--- src/include/ssw_pkg.sv ---
// Constants for the supply supervisor and watchdog block
package ssw_pkg;
    localparam int unsigned CLK_HZ          = 20000000;
    localparam int unsigned CLK_PERIOD_NS   = 50;
    // Reset stretch after recovery
    localparam int unsigned STRETCH_MS      = 200;
    localparam int unsigned STRETCH_CYC     = STRETCH_MS * (CLK_HZ / 1000);
    // Default watchdog timeout
    localparam int unsigned WDT_DEFAULT_MS  = 1600;
    localparam int unsigned WDT_DEFAULT_CYC = WDT_DEFAULT_MS * (CLK_HZ / 1000);
    // Timeout scale per nF of timing capacitor, in tenths of a millisecond
    localparam int unsigned WDT_K5V_X10     = 270;
    localparam int unsigned WDT_K3V_X10     = 162;
    localparam int unsigned CYC_PER_TENTH_MS = CLK_HZ / 10000;
    // Watchdog pulse, least width
    localparam int unsigned WDPULSE_US      = 500;
    localparam int unsigned WDPULSE_CYC     = (WDPULSE_US * 1000 + CLK_PERIOD_NS - 1) / CLK_PERIOD_NS;
    // Lead of pulse over fault output
    localparam int unsigned PULSE_LEAD_NS   = 70;
    localparam int unsigned PULSE_LEAD_CYC  = (PULSE_LEAD_NS + CLK_PERIOD_NS - 1) / CLK_PERIOD_NS;
    // Chip-select hold after reset assertion, longest
    localparam int unsigned CS_HOLD_US      = 15;
    localparam int unsigned CS_HOLD_CYC     = (CS_HOLD_US * 1000) / CLK_PERIOD_NS;
    localparam int unsigned CNT_W           = 32;
    localparam logic [15:0] CAP_NF_RESET    = 16'h0000;

    typedef enum logic [1:0] {
        SSW_RST_HOLD    = 2'b00,
        SSW_RST_STRETCH = 2'b01,
        SSW_RST_RUN     = 2'b11
    } ssw_rst_state_t;
endpackage : ssw_pkg
--- src/core/ssw_counter.sv ---
// Saturating up counter with synchronous clear
`timescale 1ns/1ps
module ssw_counter #(
    parameter int unsigned W = 32
) (
    input  wire logic         i_clk,
    input  wire logic         i_arst_n,
    input  wire logic         i_clr,
    input  wire logic         i_en,
    output logic [W-1:0]      o_count
);
    always_ff @(posedge i_clk or negedge i_arst_n) begin
        if (!i_arst_n) begin
            o_count <= '0;
        end else if (i_clr) begin
            o_count <= '0;
        end else if (i_en && (o_count != {W{1'b1}})) begin
            o_count <= o_count + {{(W-1){1'b0}}, 1'b1};
        end
    end
endmodule : ssw_counter

--- src/core/ssw_supervisor.sv ---
// Supply supervisor: reset generation, low-line, overvoltage, watchdog, chip-select gate
//
// How it works
// reset_n low while supply below threshold (internal) or reset sense low (external).
// after recovery, reset stays asserted a further 200 ms.
// active-high reset is always the exact inverse of active-low reset.
// mode input low selects internal thresholds, high selects external programming.
// external mode uses low-line sense input; internal mode ignores it.
// overvoltage flag low when overvoltage sense high; affects nothing else.
// timeout select tied high gives default 1.6 s watchdog timeout.
// capacitor on timeout select gives timeout of k times capacitance, k 27 or 16.2.
// power-fail warning low on low supply (internal) or low-line sense low (external).
// kick idle past timeout gives low pulse and drives fault output low.
// fault output stays low until the next kick transition.
// pulse lasts at least 500 us and leads the fault output by ~70 ns; the code leads by one clock cycle (50 ns).
// gated chip-select low only when raw select low and either reset not asserted or the R14 hold window applies.
// select low at reset assertion stays low up to 15 us or raw high.
// outside party ties unused sense inputs to a level, never floating.
// reset held while manual reset low; stretch starts after release.
// during reset, watchdog and pulse counters clear, watchdog outputs high, chip-select gate disabled except for the R14 hold window.
// comparators are synchronous inputs; all durations counted in clock cycles.
// reset asserted at power-on; watchdog restarts on every kick edge.
`timescale 1ns/1ps
module ssw_supervisor #(
    parameter int unsigned STRETCH_CYC = ssw_pkg::STRETCH_CYC,
    parameter int unsigned WDT_DEFAULT_CYC = ssw_pkg::WDT_DEFAULT_CYC,
    parameter int unsigned WDPULSE_CYC = ssw_pkg::WDPULSE_CYC,
    parameter int unsigned CYC_PER_TENTH_MS = ssw_pkg::CYC_PER_TENTH_MS
) (
    input  wire logic        i_clk,
    input  wire logic        i_arst_n,
    input  wire logic        i_ext_mode,            // Mode select comparator, high = external
    input  wire logic        i_vcc_below_reset,     // Internal divider under reset threshold
    input  wire logic        i_vcc_below_lowline,   // Internal divider under low-line threshold
    input  wire logic        i_reset_sense_low,     // Reset sense under 1.30 V
    input  wire logic        i_lowline_sense_input_low, // Low-line sense under 1.30 V
    input  wire logic        i_overvoltage_sense_in_high, // Overvoltage sense above 1.30 V
    input  wire logic        i_timeout_select_input_tied, // Timeout select tied to supply
    input  wire logic        i_supply_is_5v,        // Scale factor select for capacitor timing
    input  wire logic [15:0] i_timing_cap_nf,       // Capacitance on timeout select, nF
    input  wire logic        i_manual_reset_n,
    input  wire logic        i_watchdog_kick_in,
    input  wire logic        i_cs_raw_n,
    output logic             o_reset_n,
    output logic             o_reset,
    output logic             o_lowline_n,
    output logic             o_overvoltage_n,
    output logic             o_watchdog_fault_n,
    output logic             o_watchdog_pulse_n,
    output logic             o_cs_gated_n,
    output logic             o_lowline_sense_input_oe_n // Low while the reference drives the pin
);
    localparam int unsigned CW = ssw_pkg::CNT_W;

    ssw_pkg::ssw_rst_state_t rst_state_q;
    logic          rst_cause;
    logic          rst_active;
    logic [CW-1:0] stretch_cnt;
    logic [CW-1:0] wdt_cnt;
    logic [CW-1:0] pulse_cnt;
    logic [CW-1:0] cs_cnt;
    logic [CW-1:0] wdt_limit;
    logic          kick_q;
    logic          kick_edge;
    logic          wdt_expired;
    logic          pulse_active_q;
    logic          lead_q;
    logic          fault_n_q;
    logic          rst_active_q;
    logic          cs_hold_q;

    // Reset causes per mode
    always_comb begin
        rst_cause = (i_ext_mode ? i_reset_sense_low : i_vcc_below_reset) // see R1
                    || !i_manual_reset_n;
    end

    // Reset sequencer, held at power-on
    always_ff @(posedge i_clk or negedge i_arst_n) begin
        if (!i_arst_n) begin
            rst_state_q <= ssw_pkg::SSW_RST_HOLD;
        end else begin
            case (rst_state_q)
                ssw_pkg::SSW_RST_HOLD: begin
                    if (!rst_cause) begin
                        rst_state_q <= ssw_pkg::SSW_RST_STRETCH;
                    end
                end
                ssw_pkg::SSW_RST_STRETCH: begin
                    if (rst_cause) begin
                        rst_state_q <= ssw_pkg::SSW_RST_HOLD;
                    end else if (stretch_cnt >= CW'(STRETCH_CYC - 1)) begin
                        rst_state_q <= ssw_pkg::SSW_RST_RUN;
                    end
                end
                ssw_pkg::SSW_RST_RUN: begin
                    if (rst_cause) begin
                        rst_state_q <= ssw_pkg::SSW_RST_HOLD;
                    end
                end
                default: begin
                    rst_state_q <= ssw_pkg::SSW_RST_HOLD;
                end
            endcase
        end
    end

    assign rst_active = (rst_state_q != ssw_pkg::SSW_RST_RUN);

    ssw_counter #(.W(CW)) u_stretch_cnt (
        .i_clk    (i_clk),
        .i_arst_n (i_arst_n),
        .i_clr    (rst_state_q != ssw_pkg::SSW_RST_STRETCH),
        .i_en     (1'b1),
        .o_count  (stretch_cnt)
    );

    always_ff @(posedge i_clk or negedge i_arst_n) begin
        if (!i_arst_n) begin
            o_reset_n <= 1'b0;
            o_reset   <= 1'b1;
        end else begin
            o_reset_n <= !rst_active;
            o_reset   <= rst_active;
        end
    end

    // Low-line warning and overvoltage flag
    always_ff @(posedge i_clk or negedge i_arst_n) begin
        if (!i_arst_n) begin
            o_lowline_n     <= 1'b1;
            o_overvoltage_n <= 1'b1;
        end else begin
            o_lowline_n     <= !(i_ext_mode ? i_lowline_sense_input_low   // see R5
                                            : i_vcc_below_lowline);
            o_overvoltage_n <= !i_overvoltage_sense_in_high;
        end
    end

    // Pin carries the reference in internal mode
    assign o_lowline_sense_input_oe_n = i_ext_mode;

    // Watchdog timeout select
    always_comb begin
        if (i_timeout_select_input_tied) begin
            wdt_limit = CW'(WDT_DEFAULT_CYC);
        end else begin
            wdt_limit = CW'(32'(i_timing_cap_nf) * (i_supply_is_5v ? ssw_pkg::WDT_K5V_X10
                        : ssw_pkg::WDT_K3V_X10) * CYC_PER_TENTH_MS);
        end
    end

    always_ff @(posedge i_clk or negedge i_arst_n) begin
        if (!i_arst_n) begin
            kick_q <= 1'b0;
        end else begin
            kick_q <= i_watchdog_kick_in;
        end
    end

    assign kick_edge = kick_q != i_watchdog_kick_in;

    ssw_counter #(.W(CW)) u_wdt_cnt (
        .i_clk    (i_clk),
        .i_arst_n (i_arst_n),
        .i_clr    (rst_active || kick_edge),                                // see R17
        .i_en     (1'b1),
        .o_count  (wdt_cnt)
    );

    assign wdt_expired = !rst_active && !kick_edge && fault_n_q && !pulse_active_q
                         && (wdt_cnt >= wdt_limit);

    // Advance pulse, then fault output one lead later
    always_ff @(posedge i_clk or negedge i_arst_n) begin
        if (!i_arst_n) begin
            pulse_active_q <= 1'b0;
        end else if (rst_active) begin
            pulse_active_q <= 1'b0;
        end else if (wdt_expired) begin
            pulse_active_q <= 1'b1;
        end else if (pulse_cnt >= CW'(WDPULSE_CYC - 1)) begin
            pulse_active_q <= 1'b0;
        end
    end

    ssw_counter #(.W(CW)) u_pulse_cnt (
        .i_clk    (i_clk),
        .i_arst_n (i_arst_n),
        .i_clr    (!pulse_active_q),
        .i_en     (1'b1),
        .o_count  (pulse_cnt)
    );

    always_ff @(posedge i_clk or negedge i_arst_n) begin
        if (!i_arst_n) begin
            lead_q <= 1'b0;
        end else begin
            lead_q <= wdt_expired && !rst_active;
        end
    end

    always_ff @(posedge i_clk or negedge i_arst_n) begin
        if (!i_arst_n) begin
            fault_n_q <= 1'b1;
        end else if (rst_active) begin
            fault_n_q <= 1'b1;
        end else if (lead_q) begin
            fault_n_q <= 1'b0;
        end else if (kick_edge) begin
            fault_n_q <= 1'b1;
        end
    end

    assign o_watchdog_fault_n = fault_n_q;
    assign o_watchdog_pulse_n = !pulse_active_q;

    // Chip-select gate with hold window at reset assertion
    always_ff @(posedge i_clk or negedge i_arst_n) begin
        if (!i_arst_n) begin
            rst_active_q <= 1'b1;
        end else begin
            rst_active_q <= rst_active;
        end
    end

    always_ff @(posedge i_clk or negedge i_arst_n) begin
        if (!i_arst_n) begin
            cs_hold_q <= 1'b0;
        end else if (i_cs_raw_n || !rst_active) begin
            cs_hold_q <= 1'b0;
        end else if (rst_active && !rst_active_q && !o_cs_gated_n) begin
            cs_hold_q <= 1'b1;
        end else if (cs_cnt >= CW'(ssw_pkg::CS_HOLD_CYC - 1)) begin
            cs_hold_q <= 1'b0;
        end
    end

    ssw_counter #(.W(CW)) u_cs_cnt (
        .i_clk    (i_clk),
        .i_arst_n (i_arst_n),
        .i_clr    (!cs_hold_q),
        .i_en     (1'b1),
        .o_count  (cs_cnt)
    );

    always_ff @(posedge i_clk or negedge i_arst_n) begin
        if (!i_arst_n) begin
            o_cs_gated_n <= 1'b1;
        end else begin
            o_cs_gated_n <= !(!i_cs_raw_n && (!rst_active
                             || (rst_active && !rst_active_q && !o_cs_gated_n) || cs_hold_q));
        end
    end

    // Checks
    chk_reset_inverse: assert property (@(posedge i_clk) disable iff (!i_arst_n)
        o_reset == !o_reset_n) else $error("reset outputs not inverse");
    chk_reset_cause: assert property (@(posedge i_clk) disable iff (!i_arst_n)
        rst_cause |-> ##2 !o_reset_n) else $error("reset not asserted on cause");
    chk_mr_hold: assert property (@(posedge i_clk) disable iff (!i_arst_n)
        !i_manual_reset_n |=> rst_state_q == ssw_pkg::SSW_RST_HOLD) else $error("manual reset not held");
    chk_stretch_len: assert property (@(posedge i_clk) disable iff (!i_arst_n)
        (rst_state_q == ssw_pkg::SSW_RST_RUN && $past(rst_state_q) == ssw_pkg::SSW_RST_STRETCH)
        |-> $past(stretch_cnt) == CW'(STRETCH_CYC - 1)) else $error("stretch length wrong");
    chk_ov_flag: assert property (@(posedge i_clk) disable iff (!i_arst_n)
        i_overvoltage_sense_in_high |=> !o_overvoltage_n) else $error("overvoltage flag missing");
    chk_pulse_lead: assert property (@(posedge i_clk) disable iff (!i_arst_n)
        $fell(fault_n_q) |-> !o_watchdog_pulse_n && $past(!o_watchdog_pulse_n)) else $error("pulse not leading");
    chk_fault_release: assert property (@(posedge i_clk) disable iff (!i_arst_n)
        (!fault_n_q && kick_edge) |=> fault_n_q) else $error("fault not released on kick");
    chk_wdog_in_reset: assert property (@(posedge i_clk) disable iff (!i_arst_n)
        rst_active |=> o_watchdog_pulse_n && o_watchdog_fault_n) else $error("watchdog active in reset");
    chk_cs_gate: assert property (@(posedge i_clk) disable iff (!i_arst_n)
        (i_cs_raw_n) |=> o_cs_gated_n) else $error("chip select low with raw high");
endmodule : ssw_supervisor

--- config.mk ---
export PLATFORM = sky130hd
export DESIGN_NAME = ssw_supervisor
export DESIGN_NICKNAME = d
export VERILOG_FILES = /design/src/include/ssw_pkg.sv /design/src/core/ssw_counter.sv /design/src/core/ssw_supervisor.sv
export SDC_FILE = /design/constraint.sdc
export NUM_CORES = 1
export LEC_CHECK = 0
export BUFFER_PORTS_ARGS = -buffer_cell sky130_fd_sc_hd__clkbuf_2
export CAP_MARGIN = 20
export CELL_PAD_IN_SITES_DETAIL_PLACEMENT = 1
export CELL_PAD_IN_SITES_GLOBAL_PLACEMENT = 1
export CORE_MARGIN = 2
export CORE_UTILIZATION = 47
export CTS_BUF_LIST = sky130_fd_sc_hd__clkbuf_4 sky130_fd_sc_hd__clkbuf_8
export DETAILED_ROUTE_END_ITERATION = 12
export PLACE_DENSITY = 0.9
export SLEW_MARGIN = 20
export SYNTH_ARGS = -nofsm -noshare
export SYNTH_HDL_FRONTEND = slang
export SYNTH_HIERARCHICAL = 1
export SYNTH_SLANG_ARGS = --single-unit
--- constraint.sdc ---
create_clock -name i_clk -period 2.1 [get_ports i_clk]
set_clock_uncertainty 0.1 [all_clocks]
set_input_delay 0.42 -clock i_clk [delete_from_list [all_inputs] [get_ports i_clk]]
set_output_delay 0.42 -clock i_clk [all_outputs]
set_load 0.01 [all_outputs]
==> results of run 1 <==
-- metal layers --
layer,overflow,global-route usage (%)
met1,1,71.3
met4,37,74.2
met5,1,11.4
met3,2,55.4
met2,59,90.8
-- stage by stage --
stage / setup WS, ns / setup TNS [ns] / cell area (um^2) / hold WS [ns]
floorplan: -6.64 / -13.22 / 15900 / 0.0244
global placement: -6.99 / -14.14 / 18900 / 0.305
detailed placement: -7.68 / -15.96 / 18900 / 0.312
CTS: -6.94 / -13.97 / 20100 / 0.00687
-- repair_timing --
item                                   CTS
resized for setup                      104
pin swaps                               39
setup endpoints to repair               58
hold buffers                             5
cloned                                   1
buffers inserted                        18
endpoints found under the hold margin   48
-- logic make-up after synthesis --
family,count (synthesis),synth area share (%)
other cells,2,0.0488
mux,30,2.24
buf+inv,286,7.17
compound gates,267,11.9
flops,140,22.8
simple gates,590,21.3
fa+ha+maj,270,28.3
xor+xnor,102,6.16
==> impl_metrics.ini, run 1 <==
[logic_synthesis]
synth_ff_type = dfrtp_1
synth_warnings = 6
synthTopCellsByArea = dfrtp_1 22%, fa_1 17%, ha_1 11%
synth_top_area_share_pct = 22.0
syn-instance-count = 1687
synth.most_common_cell = inv_1
synth_cell_type_count = 71
ys_seq_area_share_pct = 22.8
synth_enable_flop_cells = 0
avgSynthCellArea_um2 = 9.12
synthTopCellsByCount = 249 x inv_1, 141 x nor2_1, 139 x ha_1, 135 x dfrtp_1, 130 x fa_1
synth_area_leader_cell = dfrtp_1
synth_seq_cells = 140
synth-async-reset-ratio_pct = 100
syn-cell-area_mm2 = 0.0154

[floorplanning]
start_util_pct = 47.5
die_w_um = 185
ios = 37
placementRows = 66
die_h_um = 185

[grt]
grt_remaining_overflow = 100
grt_antenna_before_repair = 18
grt_use_total_pct = 72.1
grt_start_max_net_pins = 52

[status]
error = [ERROR GRT-0232] Routing congestion too high. Check the congestion heatmap in the GUI.
status = aborted with a tool error
haltStage = 5_1_grt

[placed_design]
dp_hpwl_mm = 42.4
gp_congestion = 0.849
dp_cells = 2490
portBuffers = 36

[clock_tree]
htree_levels = 4
clock_sinks = 140
clockBufferDepth = 2
cts_root_buf = clkbuf_8
cts_buffers = 17

[timing]
grt-worst-endpoint = lead_q$_DFF_PN0_/D
timing.worst_endpoint.kind = sequential cell input
==> run 2, diff against run 1 <==
- CELL_PAD_IN_SITES_DETAIL_PLACEMENT: 1 -> not set
- CELL_PAD_IN_SITES_GLOBAL_PLACEMENT: 1 -> not set
- CORE_UTILIZATION: 47 -> 40
- CTS_BUF_LIST: sky130_fd_sc_hd__clkbuf_4 sky130_fd_sc_hd__clkbuf_8 -> not set
- PLACE_DENSITY: 0.9 -> not set
- PLACE_DENSITY_LB_ADDON: not set -> 0.15
- clock period: 2.1 -> 2.73 ns (I/O delays scaled with it)
==> run 2 against run 1 <==
  * The flow now finishes, with violations (negative setup slack)
  * Area after synthesis unchanged
  * Synthesized cell count unchanged
==> impl_metrics.ini, run 2 <==
[logic_synthesis]
synth_fa_ha_area_share_pct = 28.3
avgSynthCellArea_um2 = 9.12
synth_enable_flop_cells = 0
synth_warnings = 6
synth_area_leader_cell = dfrtp_1
synthTopCellsByArea = dfrtp_1 22%, fa_1 17%, ha_1 11%
synth-compound-area-share_pct = 11.9
ys_seq_area_share_pct = 22.8
synth-async-reset-ratio_pct = 100
synth_cell_type_count = 71
synth_top_family_by_area = adder cells
synth_seq_cells = 140
synthTopCellsByCount = 249 x inv_1, 141 x nor2_1, 139 x ha_1, 135 x dfrtp_1, 130 x fa_1
synth_mux_area_share_pct = 2.24
synth_xor_area_share_pct = 6.16
syn-instance-count = 1687
yosys.area_share.simple_pct = 21.3
synth.most_common_cell = inv_1
syn-cell-area_mm2 = 0.0154
synth_ff_type = dfrtp_1
synth_top_area_share_pct = 22.0

[worst_hold_path]
hp-class = input port to flop
min_path_cells = 2

[route]
wl_mm = 33.3
via_per_inst = 4.98
wl_per_cell_um = 13.3
firstDrtPassIters = 4
final_antenna_net_count = 0
drc = 0
via_count = 12500
drtIter0Drc = 484

[floorplanning]
die_h_um = 200
start_util_pct = 40.8
ios = 37
dieArea_mm2 = 0.0401
die_w_um = 200
placementRows = 71
core_area_mm2 = 0.0378

[placed_design]
gp_congestion = 0.824
dp_hpwl_mm = 27.1
dp_cells = 2459
placed_cell_area_mm2 = 0.0182
portBuffers = 36

[grt]
grt_pass1_vias = 12500
grt_pass1_wl_mm = 58.0
grt-busiest-layer = met2
grt_use_total_pct = 17.0
use_met3_pct = 1.69
grt_antenna_before_repair = 1
grt_use_met2_pct = 30.3
use_met1_pct = 22.6
grt_start_max_net_pins = 55
grt_remaining_overflow = 0

[timing]
hold_viol = 0
slew_headroom_pct = 42.8
setup_tns_ns = -12.06
setup_viol_count_final = 2
period_minus_slack_ns = 8.80
fin_hold_ws_ns = 0.136
worst_slack_ns = -6.07
post-route-period-util_pct = 322
max_freq_mhz = 114
worst_pin_slew_ns = 0.858
rsz0062_at_grt = true
maxSlewViolCount = 0

[setup_path]
critPathMaxFanout = 7
r2r_end = pulse_active_q$_DFFE_PN0P_
cp.required_ns = 2.92
cp-startpoint = i_supply_is_5v
setup.worst_path.class = input port to flop
worst-r2r-cell-count = 13
worstPathArrival_ns = 8.99
slowest_stage = fa_1
reg2reg_from = u_wdt_cnt/o_count[5]$_DFFE_PN0P_
rrSetupSlack_ns = 0.04
critPathCaptureType = flop
cp-start-kind = input port
endpoint = pulse_active_q$_DFFE_PN0P_
slowest_delay_ns = 0.54

[status]
status = complete, but fails checks
violations = negative setup slack

[finish]
area.growth.synth_to_final_pct = 23.9
postLayoutCellArea_mm2 = 0.0191
fin_nets = 2280
final_cells = 2507
drive_above_1_share_pct = 23.7
final_common_cell = buf_4
num-fill-cells = 3512
layout_common_cells = 231 x buf_4, 226 x inv_1, 139 x nor2_1

[clock_tree]
cts_buffers = 17
cts_root_buf = clkbuf_16
cts_tree = built
clock_sinks = 140
clockBufferDepth = 2
clk_latency_ns = 0.42
path_clk_slew_ns = 0.06
htree_levels = 4

[flow_run]
max_cap_viol_count = 0
-- run 2: cell counts after synthesis --
Identical to the previous run, type by type.
-- run 2: how the worst min path moves through the flow --
stage,to,start
2_1_floorplan,cs_hold_q$_DFFE_PN0P_,i_arst_n
3_3_place_gp,o_cs_gated_n$_DFF_PN1_,cs_hold_q$_DFFE_PN0P_
3_5_place_dp,o_cs_gated_n$_DFF_PN1_,cs_hold_q$_DFFE_PN0P_
4_1_cts,o_overvoltage_n$_DFF_PN1_,i_overvoltage_sense_in_high
5_1_grt,o_overvoltage_n$_DFF_PN1_,i_overvoltage_sense_in_high
6_report,o_overvoltage_n$_DFF_PN1_,i_overvoltage_sense_in_high
-- run 2: timing repair --
item,CTS,global route
hold buffers,1,0
hold endpoints to repair,9,0
gates cloned,0,0
gates resized for setup,12,33
setup buffers,8,6
endpoints found under the setup margin,2,2
pin swaps,9,20
-- run 2: per-layer routing --
layer,up-vias,routed length [um]
li1,6329,-
met1,6048,15800
met2,90,16800
met3,18,445
met4,0,221
met5,-,0
-- run 2: per-stage QoR --
stage	worst slack (ns)	util [%]
floorplan	-6.14	-
global placement	-6.52	48.1
detailed placement	-6.72	48.1
CTS	-6.05	50.0
global route	-6.37	50.5
finish	-6.07	50.5
-- run 2: area by class of cell --
cell class,count,area (um^2),area share [%]
Timing Repair Buffer,271,2000,10.5
Clock inverter,14,133,0.696
Inverter,249,938,4.92
Antenna cell,1,2.50,0.0131
Tap cell,511,639,3.35
Multi-Input combinational cell,1303,11400,59.9
Clock buffer,18,429,2.25
Sequential cell,140,3510,18.4
-- run 2: cell families after synthesis --
logic type / count (synthesis)
AND/OR/NAND/NOR: 590
buffers and inverters: 286
adder cells (fa/ha/maj): 270
AO/OA/AOI/OAI: 267
flip-flops: 140
XOR/XNOR: 102
multiplexers: 30
other: 2
-- run 2: critical path, delay by kind of cell --
family	cells	cell delay, ns
compound gates	18	2.90
buf+inv	9	0.62
simple gates	3	0.66
fa+ha+maj	11	4.10
xor+xnor	1	0.18
Power of run 2 is not shown: default switching activity piles up to over one toggle a cycle in this logic, so the estimate is an artifact.
